$ cat src/dsi3_disc_pkg.sv
// constants and types shared by the bus slave address discovery block
package dsi3_disc_pkg;
    localparam int CLK_MHZ = 100;
    localparam int SUPPLY_W = 10;
    localparam int AVG_SHIFT = 6;
    localparam logic [SUPPLY_W-1:0] LOW_DROP = 10'h040;
    localparam int CNT_W = 20;
    localparam int FRAME_BITS = 32;
    localparam logic [7:0] CRC_POLY = 8'h2F;
    localparam logic [7:0] CRC_SEED = 8'hFF;
    localparam logic [7:0] CRC_GOOD = 8'h00;
    localparam logic [3:0] GLOBAL_ADDR = 4'h0;
    localparam logic [3:0] FIRST_ADDR = 4'h1;
    localparam logic [3:0] LAST_ADDR = 4'hF;
    localparam logic [3:0] CMD_REG_WRITE = 4'hA;
    localparam logic [7:0] REG_ADDR_IDX = 8'h10;
    localparam logic [7:0] REG_CTRL_IDX = 8'h11;
    localparam int CTRL_BUS_SW_BIT = 0;
    localparam int CTRL_INIT_DONE_BIT = 1;
    localparam logic BUS_SW_RESET = 1'h0;
    localparam logic INIT_DONE_RESET = 1'h0;
    localparam logic DET_RESET = 1'h1;
    localparam logic [1:0] CHIP_NULL = 2'h0;
    localparam logic [1:0] CHIP_TWO = 2'h2;
    // times in their own unit
    localparam int BIT_CELL_NS = 8000;
    localparam int ONE_LOW_MAX_NS = 4000;
    localparam int DISC_LOW_MIN_NS = 16000;
    localparam int IDLE_ABORT_NS = 16000;
    localparam int RSP_DELAY_US = 10;
    localparam int RAMP_US = 40;
    localparam int HOLD_US = 20;
    localparam int START_DISC_US = 2000;
    localparam int DISC_END_US = 6000;
    // the same times as clock cycles
    localparam int BIT_CELL_CYC = (BIT_CELL_NS * CLK_MHZ) / 1000;
    localparam int ONE_LOW_MAX_CYC = (ONE_LOW_MAX_NS * CLK_MHZ) / 1000;
    localparam int DISC_LOW_MIN_CYC = (DISC_LOW_MIN_NS * CLK_MHZ + 999) / 1000;
    localparam int IDLE_ABORT_CYC = (IDLE_ABORT_NS * CLK_MHZ + 999) / 1000;
    localparam int RSP_DELAY_CYC = RSP_DELAY_US * CLK_MHZ;
    localparam int RAMP_CYC = RAMP_US * CLK_MHZ;
    localparam int HOLD_CYC = HOLD_US * CLK_MHZ;
    localparam int START_DISC_CYC = START_DISC_US * CLK_MHZ;
    localparam int DISC_END_CYC = DISC_END_US * CLK_MHZ;
    typedef enum logic [1:0] {D_WAIT, D_DELAY, D_RAMP, D_HOLD} disc_state_t;
endpackage

$ cat src/supply_level_tracker.sv
// supply high-level averaging and command comparator
`timescale 1ns/1ns
module supply_level_tracker (
    input wire logic i_core_clk,
    input wire logic i_rst_n,
    input wire logic i_ce,
    input wire logic [dsi3_disc_pkg::SUPPLY_W-1:0] i_supply_code,
    output logic o_cmd_detect
);
    localparam int SW = dsi3_disc_pkg::SUPPLY_W;
    localparam int AW = dsi3_disc_pkg::SUPPLY_W + dsi3_disc_pkg::AVG_SHIFT;
    typedef struct packed {
        logic [AW-1:0] acc;
        logic det;
    } trk_t;
    trk_t st_r;
    trk_t st_nxt;
    logic [SW-1:0] avg;
    logic below;

    always_comb begin
        st_nxt = st_r;
        avg = st_r.acc[AW-1:dsi3_disc_pkg::AVG_SHIFT];
        below = ({1'h0, i_supply_code} + {1'h0, dsi3_disc_pkg::LOW_DROP}) < {1'h0, avg};
        if (!below) begin
            // only high samples feed the filter, so commands do not drag the reference down
            st_nxt.acc = st_r.acc - (st_r.acc >> dsi3_disc_pkg::AVG_SHIFT) + AW'(i_supply_code);
        end
        st_nxt.det = !below;
    end

    always_ff @(posedge i_core_clk or negedge i_rst_n) begin
        if (!i_rst_n) begin
            st_r <= '{acc: '0, det: dsi3_disc_pkg::DET_RESET};
        end else if (i_ce) begin
            st_r <= st_nxt;
        end
    end

    assign o_cmd_detect = st_r.det;
endmodule // supply_level_tracker

$ cat src/bus_slave_address_discovery.sv
// bus slave command receiver, address assignment and response current control
`timescale 1ns/1ns

// Functional notes
// - signal class slave, no power class
// - average high level, compare for low
// - comparator low marks command start
// - oscillator counter times received pulses
// - two controls select two current steps
// - sense downstream current during discovery
// - stored nonzero address skips other methods
// - bus switch set by addressed command
// - bus switch off after power-up
// - global write assigns address when unaddressed
// - assigned address used for later exchanges
// - discovery only unaddressed, uninitialised, in window
// - ramp to double current after delay
// - downstream current: stop, count, wait
// - quiet sense: finish ramp, hold level
// - quiet after first hold: take address 1
// - later quiet hold adopts address counter
// - 32-bit frame, address must match
// - bad check value: discard, no response
module bus_slave_address_discovery #(
    parameter int START_DISC_CYC = dsi3_disc_pkg::START_DISC_CYC,
    parameter int DISC_END_CYC = dsi3_disc_pkg::DISC_END_CYC
) (
    input wire logic i_core_clk,
    input wire logic i_arst_n,
    input wire logic i_ce,
    input wire logic [dsi3_disc_pkg::SUPPLY_W-1:0] i_supply_code,
    input wire logic i_sense_high,
    input wire logic [3:0] i_otp_addr,
    input wire logic [1:0] i_tx_chip,
    output logic o_cmd_detect,
    output logic o_cmd_valid,
    output logic [3:0] o_cmd_pa,
    output logic [3:0] o_cmd_code,
    output logic [7:0] o_cmd_ext,
    output logic [7:0] o_cmd_data,
    output logic o_crc_error,
    output logic o_frame_error,
    output logic o_disc_cmd,
    output logic [3:0] o_phys_addr,
    output logic o_init_complete,
    output logic o_bus_switch_on,
    output logic o_disc_ramp,
    output logic o_tx_step1,
    output logic o_tx_step2
);
    localparam int CW = dsi3_disc_pkg::CNT_W;
    localparam logic [CW-1:0] ONE_MAX = CW'(dsi3_disc_pkg::ONE_LOW_MAX_CYC);
    localparam logic [CW-1:0] CELL = CW'(dsi3_disc_pkg::BIT_CELL_CYC);
    localparam logic [CW-1:0] DISC_MIN = CW'(dsi3_disc_pkg::DISC_LOW_MIN_CYC);
    localparam logic [CW-1:0] IDLE_MAX = CW'(dsi3_disc_pkg::IDLE_ABORT_CYC);
    localparam logic [CW-1:0] DELAY_END = CW'(dsi3_disc_pkg::RSP_DELAY_CYC - 1);
    localparam logic [CW-1:0] RAMP_END = CW'(dsi3_disc_pkg::RAMP_CYC - 1);
    localparam logic [CW-1:0] HOLD_END = CW'(dsi3_disc_pkg::HOLD_CYC - 1);
    localparam logic [CW-1:0] WIN_START = CW'(START_DISC_CYC);
    localparam logic [CW-1:0] WIN_END = CW'(DISC_END_CYC);
    localparam logic [5:0] LAST_BIT = 6'(dsi3_disc_pkg::FRAME_BITS - 1);

    typedef struct packed {
        logic loaded;
        logic prev_det;
        logic [CW-1:0] low_cnt;
        logic [CW-1:0] high_cnt;
        logic [5:0] bit_cnt;
        logic [31:0] shift;
        logic [7:0] crc;
        logic cmd_valid;
        logic crc_err;
        logic frame_err;
        logic disc_evt;
        logic [3:0] phys_addr;
        logic init_done;
        logic bus_sw;
        logic [CW-1:0] por_cnt;
        dsi3_disc_pkg::disc_state_t disc;
        logic [CW-1:0] disc_cnt;
        logic [3:0] addr_cnt;
        logic ramp_on;
        logic step1;
        logic step2;
    } st_t;

    localparam st_t RESET_STATE = '{
        crc: dsi3_disc_pkg::CRC_SEED,
        init_done: dsi3_disc_pkg::INIT_DONE_RESET,
        bus_sw: dsi3_disc_pkg::BUS_SW_RESET,
        disc: dsi3_disc_pkg::D_WAIT,
        addr_cnt: dsi3_disc_pkg::FIRST_ADDR,
        prev_det: dsi3_disc_pkg::DET_RESET,
        default: '0
    };

    logic [1:0] rst_sync_r;
    logic rst_n;
    logic cmd_detect;
    st_t st_r;
    st_t st_nxt;
    logic bit_evt;
    logic rx_bit;
    logic disc_now;
    logic abort;
    logic frame_done;
    logic win_open;
    logic eligible;
    logic addr_hit;
    logic [7:0] crc_step;
    logic [31:0] word;

    // reset is released through two flops so every flop behind them leaves reset on the same edge
    always_ff @(posedge i_core_clk or negedge i_arst_n) begin
        if (!i_arst_n) begin
            rst_sync_r <= 2'h0;
        end else begin
            rst_sync_r <= {rst_sync_r[0], 1'h1};
        end
    end
    assign rst_n = rst_sync_r[1];

    supply_level_tracker u_tracker (
        .i_core_clk(i_core_clk),
        .i_rst_n(rst_n),
        .i_ce(i_ce),
        .i_supply_code(i_supply_code),
        .o_cmd_detect(cmd_detect)
    );

    always_comb begin
        st_nxt = st_r;
        st_nxt.cmd_valid = 1'h0;
        st_nxt.crc_err = 1'h0;
        st_nxt.frame_err = 1'h0;
        st_nxt.disc_evt = 1'h0;
        st_nxt.prev_det = cmd_detect;
        bit_evt = 1'h0;
        rx_bit = 1'h0;
        disc_now = 1'h0;
        abort = 1'h0;
        frame_done = 1'h0;

        // stored address is taken once, on the first enabled cycle after reset
        if (!st_r.loaded) begin
            st_nxt.loaded = 1'h1;
            st_nxt.phys_addr = i_otp_addr;
        end

        // power-on timer bounds the discovery listening window
        if (st_r.por_cnt < WIN_END) begin
            st_nxt.por_cnt = st_r.por_cnt + CW'(1);
        end
        win_open = (st_r.por_cnt >= WIN_START) && (st_r.por_cnt < WIN_END);
        eligible = st_r.loaded && st_r.phys_addr == dsi3_disc_pkg::GLOBAL_ADDR
            && !st_r.init_done && win_open;

        // pulse timing on the oscillator clock
        if (!cmd_detect) begin
            st_nxt.high_cnt = '0;
            if (st_r.prev_det) begin
                st_nxt.low_cnt = CW'(1);
            end else if (st_r.low_cnt != '1) begin
                st_nxt.low_cnt = st_r.low_cnt + CW'(1);
            end
        end else begin
            if (st_r.high_cnt != '1) begin
                st_nxt.high_cnt = st_r.high_cnt + CW'(1);
            end
            if (!st_r.prev_det) begin
                // end of a low pulse: its length says what it was
                if (st_r.low_cnt < ONE_MAX) begin
                    bit_evt = 1'h1;
                    rx_bit = 1'h1;
                end else if (st_r.low_cnt < CELL) begin
                    bit_evt = 1'h1;
                end else if (st_r.low_cnt >= DISC_MIN) begin
                    disc_now = 1'h1;
                    abort = st_r.bit_cnt != 6'h00;
                end else begin
                    abort = 1'h1;
                    st_nxt.frame_err = 1'h1;
                end
            end else if (st_r.high_cnt == IDLE_MAX && st_r.bit_cnt != 6'h00) begin
                // a microcut or a lost pulse leaves a partial frame; drop it
                abort = 1'h1;
                st_nxt.frame_err = 1'h1;
            end
        end
        st_nxt.disc_evt = disc_now;

        // serial check over message and check field, msb first
        crc_step = {st_r.crc[6:0], rx_bit} ^ (st_r.crc[7] ? dsi3_disc_pkg::CRC_POLY : 8'h00);
        word = {st_r.shift[30:0], rx_bit};
        if (bit_evt) begin
            st_nxt.shift = word;
            st_nxt.crc = crc_step;
            st_nxt.bit_cnt = st_r.bit_cnt + 6'h01;
            if (st_r.bit_cnt == LAST_BIT) begin
                frame_done = 1'h1;
                st_nxt.bit_cnt = 6'h00;
                st_nxt.crc = dsi3_disc_pkg::CRC_SEED;
            end
        end
        if (abort) begin
            st_nxt.bit_cnt = 6'h00;
            st_nxt.crc = dsi3_disc_pkg::CRC_SEED;
        end

        // an unaddressed device answers only the global address
        if (st_r.phys_addr != dsi3_disc_pkg::GLOBAL_ADDR) begin
            addr_hit = word[31:28] == st_r.phys_addr;
        end else begin
            addr_hit = word[31:28] == dsi3_disc_pkg::GLOBAL_ADDR;
        end

        if (frame_done) begin
            if (crc_step != dsi3_disc_pkg::CRC_GOOD) begin
                st_nxt.crc_err = 1'h1;
            end else if (addr_hit) begin
                st_nxt.cmd_valid = 1'h1;
                if (word[27:24] == dsi3_disc_pkg::CMD_REG_WRITE) begin
                    if (word[23:16] == dsi3_disc_pkg::REG_ADDR_IDX
                        && st_r.phys_addr == dsi3_disc_pkg::GLOBAL_ADDR
                        && word[11:8] != dsi3_disc_pkg::GLOBAL_ADDR) begin
                        st_nxt.phys_addr = word[11:8];
                    end else if (word[23:16] == dsi3_disc_pkg::REG_CTRL_IDX
                        && st_r.phys_addr != dsi3_disc_pkg::GLOBAL_ADDR) begin
                        st_nxt.bus_sw = word[8 + dsi3_disc_pkg::CTRL_BUS_SW_BIT];
                        if (word[8 + dsi3_disc_pkg::CTRL_INIT_DONE_BIT]) begin
                            st_nxt.init_done = 1'h1;
                        end
                    end
                end
            end
        end

        // discovery response sequence
        case (st_r.disc)
            dsi3_disc_pkg::D_WAIT: begin
                st_nxt.ramp_on = 1'h0;
                if (disc_now && eligible) begin
                    st_nxt.disc = dsi3_disc_pkg::D_DELAY;
                    st_nxt.disc_cnt = '0;
                end
            end
            dsi3_disc_pkg::D_DELAY: begin
                if (st_r.disc_cnt == DELAY_END) begin
                    st_nxt.disc = dsi3_disc_pkg::D_RAMP;
                    st_nxt.disc_cnt = '0;
                    st_nxt.ramp_on = 1'h1;
                end else begin
                    st_nxt.disc_cnt = st_r.disc_cnt + CW'(1);
                end
            end
            dsi3_disc_pkg::D_RAMP,
            dsi3_disc_pkg::D_HOLD: begin
                if (i_sense_high) begin
                    // a slave further down draws current, so this is not the last one
                    st_nxt.ramp_on = 1'h0;
                    st_nxt.disc = dsi3_disc_pkg::D_WAIT;
                    if (st_r.addr_cnt != dsi3_disc_pkg::LAST_ADDR) begin
                        st_nxt.addr_cnt = st_r.addr_cnt + 4'h1;
                    end
                end else if (st_r.disc == dsi3_disc_pkg::D_RAMP && st_r.disc_cnt == RAMP_END) begin
                    st_nxt.disc = dsi3_disc_pkg::D_HOLD;
                    st_nxt.disc_cnt = '0;
                end else if (st_r.disc == dsi3_disc_pkg::D_HOLD && st_r.disc_cnt == HOLD_END) begin
                    st_nxt.phys_addr = st_r.addr_cnt;
                    st_nxt.ramp_on = 1'h0;
                    st_nxt.disc = dsi3_disc_pkg::D_WAIT;
                end else begin
                    st_nxt.disc_cnt = st_r.disc_cnt + CW'(1);
                end
            end
            default: begin
                st_nxt.disc = dsi3_disc_pkg::D_WAIT;
                st_nxt.ramp_on = 1'h0;
            end
        endcase

        // only current modulation is driven; discovery ramp takes the driver over
        st_nxt.step1 = !st_nxt.ramp_on && i_tx_chip != dsi3_disc_pkg::CHIP_NULL;
        st_nxt.step2 = !st_nxt.ramp_on && i_tx_chip == dsi3_disc_pkg::CHIP_TWO;
    end

    always_ff @(posedge i_core_clk or negedge rst_n) begin
        if (!rst_n) begin
            st_r <= RESET_STATE;
        end else if (i_ce) begin
            st_r <= st_nxt;
        end
    end

    assign o_cmd_detect = cmd_detect;
    assign o_cmd_valid = st_r.cmd_valid;
    assign o_cmd_pa = st_r.shift[31:28];
    assign o_cmd_code = st_r.shift[27:24];
    assign o_cmd_ext = st_r.shift[23:16];
    assign o_cmd_data = st_r.shift[15:8];
    assign o_crc_error = st_r.crc_err;
    assign o_frame_error = st_r.frame_err;
    assign o_disc_cmd = st_r.disc_evt;
    assign o_phys_addr = st_r.phys_addr;
    assign o_init_complete = st_r.init_done;
    assign o_bus_switch_on = st_r.bus_sw;
    assign o_disc_ramp = st_r.ramp_on;
    assign o_tx_step1 = st_r.step1;
    assign o_tx_step2 = st_r.step2;
endmodule // bus_slave_address_discovery

$ cat config.mk
export PLATFORM = sky130hd
export DESIGN_NAME = bus_slave_address_discovery
export DESIGN_NICKNAME = d
export VERILOG_FILES = /design/src/dsi3_disc_pkg.sv /design/src/supply_level_tracker.sv /design/src/bus_slave_address_discovery.sv
export SDC_FILE = /design/constraint.sdc
export NUM_CORES = 1
export LEC_CHECK = 0
export BUFFER_PORTS_ARGS = -buffer_cell sky130_fd_sc_hd__buf_2
export CAP_MARGIN = 20
export CORE_ASPECT_RATIO = 1.1
export CORE_MARGIN = 3
export CORE_UTILIZATION = 55
export CTS_CLUSTER_DIAMETER = 200
export CTS_CLUSTER_SIZE = 8
export DETAILED_ROUTE_END_ITERATION = 6
export PLACE_DENSITY = 0.75
export RECOVER_POWER = 100
export SYNTH_ARGS = -nofsm -noshare
export SYNTH_HDL_FRONTEND = slang
export SYNTH_HIERARCHICAL = 1
export SYNTH_SLANG_ARGS = --single-unit
$ cat constraint.sdc
create_clock -name i_core_clk -period 8.6 [get_ports i_core_clk]
set_clock_uncertainty 0.2 [all_clocks]
set_input_delay 0.43 -clock i_core_clk [delete_from_list [all_inputs] [get_ports i_core_clk]]
set_output_delay 0.43 -clock i_core_clk [all_outputs]
set_load 0.01 [all_outputs]
After elaboration in Yosys (flattened, before gate mapping) --
Cells that the tools add are included.
Word-level totals: register bits after elaboration 166, word-level logic and storage cells 171, output and inout bits 38, input port bits 20
Operators by class: magnitude comparators 6, equal/unequal tests 22, mux-type cells 67, add/subtract/negate cells 9, reductions and logical operators 38, bitwise gates (word level) 5
Operator list (count):
- $mux W20 | 7
- $add A20 B1 Y20 const B | 4
- $pmux W22 S3 | 1
- $mux W46 | 1
- $mux W22 | 2
- $mux W6 | 7
- $eq A20 B11 Y1 const B | 2
- $ne A20 B20 Y1 const B | 2
- $mux W1 | 34
- $mux W4 | 6
- $eq A20 B10 Y1 const B | 1
- $eq A20 B12 Y1 const B | 1
- $ge A20 B11 Y1 const B | 1
- $ge A20 B18 Y1 const B | 1
- $lt A20 B10 Y1 const B | 1
- $lt A20 B20 Y1 const B | 1
- $lt A20 B9 Y1 const B | 1
- $add A16 B10 Y16 | 1
- $eq A8 B5 Y1 const B | 2
- $mux W8 | 2
- $sub A16 B10 Y16 | 1
- $logic_and A1 B1 Y1 | 13
- $mux W2 | 6
- $reduce_and A4 Y1 | 3
- other kinds (27) | 46

Logic depth before layout (Yosys ltp) --
word-level depth 12, mapped depth 11, gate-level depth less buffers 11

Modules after synthesis --
The synthesis kept the hierarchy.
Modules (own cells, without submodules):
- bus_slave_address_discovery | times used 1, area an instance 7937.6 um^2, sequential area each 3741.1 um^2, cells an instance 843
- supply_level_tracker | times used 1, area an instance 1964.4 um^2, sequential area each 426.7 um^2, cells an instance 234

Worst setup path after synthesis --
Ideal clock, no wire load.
kind reg2reg, start register u_tracker.st_r, in the netlist u_tracker/o_cmd_detect, end register st_r, in the netlist o_phys_addr[0], setup slack 5.741 ns, data required time 8.275 ns, buffers on the path 1, arrival 2.534 ns, clock period less this slack 2.859 ns, setup time 0.125 ns, stages on the path, launching flop included 8, path through dfstp_2 -> bufbuf_16 -> nand2b_1 -> or4_4 -> or4b_4 -> a211oi_4 -> mux2i_1 -> o21ai_1
On the way: cells in the longest elaborated chain, start to end 9, elaborated cells between the ends (all ways) 11, those cells by class 9 x mux; 1 x bitwise; 1 x reduce/logical
RTL lines:
- start, declared | line supply_level_tracker.sv:16 | trk_t st_r;
- start signal, assigned | line supply_level_tracker.sv:34 | st_r <= '{acc: '0, det: dsi3_disc_pkg::DET_RESET};
- start signal, assigned | line supply_level_tracker.sv:36 | st_r <= st_nxt;
- $mux W1 | line bus_slave_address_discovery.sv:159 | if (!cmd_detect) begin
- $xor A8 B6 Y8 | line bus_slave_address_discovery.sv:193 | crc_step = {st_r.crc[6:0], rx_bit} ^ (st_r.crc[7] ? dsi3_disc_pkg::CRC_POLY : 8'h00);
- $reduce_bool A8 Y1 | line bus_slave_address_discovery.sv:218 | if (crc_step != dsi3_disc_pkg::CRC_GOOD) begin
- $mux W6 | line bus_slave_address_discovery.sv:218
- $mux W6 * | line bus_slave_address_discovery.sv:217 | if (frame_done) begin
- $mux W4 | line bus_slave_address_discovery.sv:268 | end else if (st_r.disc == dsi3_disc_pkg::D_HOLD && st_r.disc_cnt == HOLD_END) begin
- $mux W4 | line bus_slave_address_discovery.sv:265 | end else if (st_r.disc == dsi3_disc_pkg::D_RAMP && st_r.disc_cnt == RAMP_END) begin
- $mux W4 | line bus_slave_address_discovery.sv:258 | if (i_sense_high) begin
- $mux W4 * | line bus_slave_address_discovery.sv:239 | case (st_r.disc)
- end signal, assigned | line bus_slave_address_discovery.sv:291 | st_r <= st_nxt;
- end, declared | line bus_slave_address_discovery.sv:100 | st_t st_r;
Mark *: on every way between the ends. The rest lies on a longest branch, timed or not. A chain may end at the register's enable or synchronous reset.

==> metrics.md <==
| Metric | Value |
|---|---|
| Root Driver | `clkbuf_16` |
| Vias per cell | `5.82` |
| #FFs+latches synth | `166` |
| Fin. max-slew vios | `280` |
| Fin Setup TNS | `0 ns` |
| WL final | `21400 um` |
| Crit-path cells | `clkbuf_1` |
| ANT nets after route | `0` |
| Count of different cell masters after synthesis | `84` |
| Chip width | `134 um` |
| Max FO, Critical Path | `78` |
| Placed insts | `1313` |
| Total of max-cap violations | `5` |
| CP Launch Type | `register` |
| Leakage power | `4.87 nW` |
| Global-route wire length before repair | `36500 um` |
| Slew @ Worst Pin | `4.18 ns` |
| CP required | `7.95 ns` |
| Worst skew pair latency | `0.42 ns` |
| Setup slack at placement | `5.39 ns` |
| Starting density of the core | `0.571` |
| Final non-filler cell total | `1348` |
| DP HPWL | `14700 um` |
| Worst Hold Class | `primary input to register` |
| Post-synth EDFFs | `0` |
| Worst path bufs/invs | `1` |
| Unrepaired setup endpoints after global routing | `false` |
| Resized Gates After CTS | `0` |
| H-tree Lvls | `4` |
| Worst Setup End Kind | `async pin` |
| DR DRC count | `0` |
| Pre-antenna DRT Iters | `5` |
| Final core utilization | `0.619` |
| Worst Path Arrival | `3.83 ns` |
| Most frequent cells in the layout | `nand2_1, dfrtp_1, inv_1` |
| Synth Warn # | `6` |
| Power per cell area | `297 nW/um^2` |
| Status | `complete, but fails checks` |
| Syn Nets | `1143` |
| Count of clock tree sinks | `166` |
| Fmax | `0.223 GHz` |
| Final setup violation count | `0` |
| GR Overflow Total | `0` |
| Avg WL per Cell | `15.9 um` |
| Fillers | `1507` |
| Ant. Diodes | `0` |
| Via count | `7851` |
| Mapped Area | `9900 um^2` |
| Reg clk slew, reported paths | `0.06 ns` |
| Gpl congestion | `0.900` |
| I/O pin count | `58` |
| Num CTS Buffers | `17` |
| Die height | `147 um` |
| Slowest stage delay, CP | `2.93 ns` |
| Hold_buf cts | `2` |
| Layout cell share with drive strength beyond 1 | `0.0817` |
| GRT Total Usage | `0.223` |
| Pwr Total | `0.00318 W` |
| Synth async-reset ratio | `1.00` |
| Hold Vio Cnt, Final | `0` |
| Worst vdd ir | `0.265 mV` |
| Area delta synth->final | `8.26%` |
| Number of global-route vias before repair | `7570` |
| CTS tree | `built` |
| Final worst slack | `4.12 ns` |
| Num rows | `50` |
| Fin crit share | `0.521` |
| Initial antenna violation count | `0` |
| Failing checks | `max-capacitance violations, max-slew violations` |
| 1st-iter DRT viols | `602` |
| # Post-CTS Setup Buffers | `0` |
| R2R Setup Slk | `4.12 ns` |
| Slowest CP cell | `clkbuf_1` |
| Largest net degree at the start of global routing | `79` |
| CTS Buffer Depth | `2` |
| Critical path's top delay family | `buffers and inverters` |
| Max_slew headroom | `-1.78` |
| Syn Area/Cell | `9.19 um^2` |
| Floorplan core area | `17300 um^2` |
| Critical path type | `register to async pin` |
| Post-layout nets | `1167` |
| Sequential element share of the synthesized area | `0.421` |
| Synthesized instance count | `1077` |
| Min cycle time layout | `4.48 ns` |
| Primary FF master, synth | `dfrtp_1` |
| Input/output buffers | `57` |
| Total Die Area | `19700 um^2` |
| Commonest non-fill, non-tap cell in the layout | `nand2_1` |
## path summary, 6_finish.rpt
| path | cells after the start | to | startpoint |
|---|---|---|---|
| max reg2reg | 1 | st_r[19] | rst_sync_r[1] |
| min in group asynchronous | 2 | rst_sync_r[1] | i_arst_n |
| min reg2reg | 0 | rst_sync_r[1] | rst_sync_r[0] |
| max | 1 | st_r[19] | rst_sync_r[1] |
| max in group i_core_clk | 6 | st_r[46] | i_ce |
| min | 3 | o_tx_step2 | i_tx_chip[1] |
## through the flow
stage | hold slack [ns] | area (um^2)
2_1_floorplan | -0.0656 | 9900
6_report | 0.102 | 10700
3_5_place_dp | -0.0410 | 10200
3_3_place_gp | -0.0460 | 10200
5_1_grt | 0.0915 | 10700
4_1_cts | 0.0917 | 10800
## flip-flops by register name (all words and copies together) (netlist names)
| signal | cells |
|---|---|
| o_bus_switch_on | 1 |
| o_cmd_code | 4 |
| o_cmd_data | 8 |
| o_cmd_ext | 8 |
| o_cmd_pa | 4 |
| o_cmd_valid | 1 |
| o_crc_error | 1 |
| o_disc_cmd | 1 |
| o_disc_ramp | 1 |
| o_frame_error | 1 |
| o_init_complete | 1 |
| o_phys_addr | 4 |
| o_tx_step1 | 1 |
| o_tx_step2 | 1 |
| rst_sync_r | 2 |
| st_r | 110 |
| u_tracker/avg | 10 |
| u_tracker/o_cmd_detect | 1 |
| u_tracker/st_r | 6 |
## power breakdown
part           total (W)  internal [W]  switching (W)
Combinational    0.00131      0.000545       0.000764
Sequential       0.00105      0.000918       0.000129
Clock           0.000827      0.000519       0.000308
Total            0.00318       0.00198        0.00120
## cell families after synthesis
group | share of synthesized area
AOI/OAI and AO/OA | 0.145
xor gates and xnor gates | 0.0663
adders and majority gates | 0.0657
buffers and inverters | 0.0662
DFF | 0.421
muxes | 0.0203
other | 0.000379
and+or+nand+nor | 0.215
## cells in the mapped netlist (6+ instances only)
| cell type | n | area [um^2] |
|---|---|---|
| a211oi_1 | 6 | 45.0 |
| a21boi_0 | 6 | 45.0 |
| a21o_1 | 7 | 52.6 |
| a21oi_1 | 36 | 180 |
| a31oi_1 | 13 | 81.3 |
| and2_1 | 13 | 81.3 |
| and3_1 | 25 | 156 |
| and4_1 | 10 | 87.6 |
| buf_4 | 28 | 210 |
| clkbuf_1 | 30 | 113 |
| dfrtp_1 | 155 | 3880 |
| dfstp_2 | 11 | 289 |
| fa_1 | 10 | 200 |
| ha_1 | 36 | 450 |
| inv_1 | 70 | 263 |
| mux2_2 | 9 | 101 |
| mux2i_1 | 10 | 100 |
| nand2_1 | 159 | 597 |
| nand2b_1 | 9 | 56.3 |
| nand3_1 | 49 | 245 |
| nand4_1 | 24 | 150 |
| nor2_1 | 59 | 221 |
| nor2b_1 | 7 | 43.8 |
| nor3_1 | 25 | 125 |
| nor4_1 | 13 | 81.3 |
| o21ai_0 | 43 | 215 |
| o21ai_1 | 6 | 30.0 |
| o22ai_1 | 7 | 43.8 |
| o2bb2ai_1 | 7 | 61.3 |
| o31ai_1 | 25 | 188 |
| xnor2_1 | 31 | 272 |
| xor2_1 | 44 | 385 |
## area by class of cell
class,instances,area (um^2),area share
inverter,70,263,0.0245
clock buffer,22,484,0.0452
multi-input combinational,776,5030,0.469
tap,234,293,0.0273
timing repair buffer,70,313,0.0292
clock inverter,10,166,0.0155
sequential,166,4170,0.389
## layer usage
metal | track usage | vias up | routed length (um)
met5 | 0 | - | 0
met4 | 0.0751 | 0 | 440
met3 | 0.0370 | 33 | 746
met2 | 0.364 | 176 | 10300
met1 | 0.303 | 3819 | 9890
li1 | - | 3823 | -
Note: power is estimated with default switching activity, not from simulation.
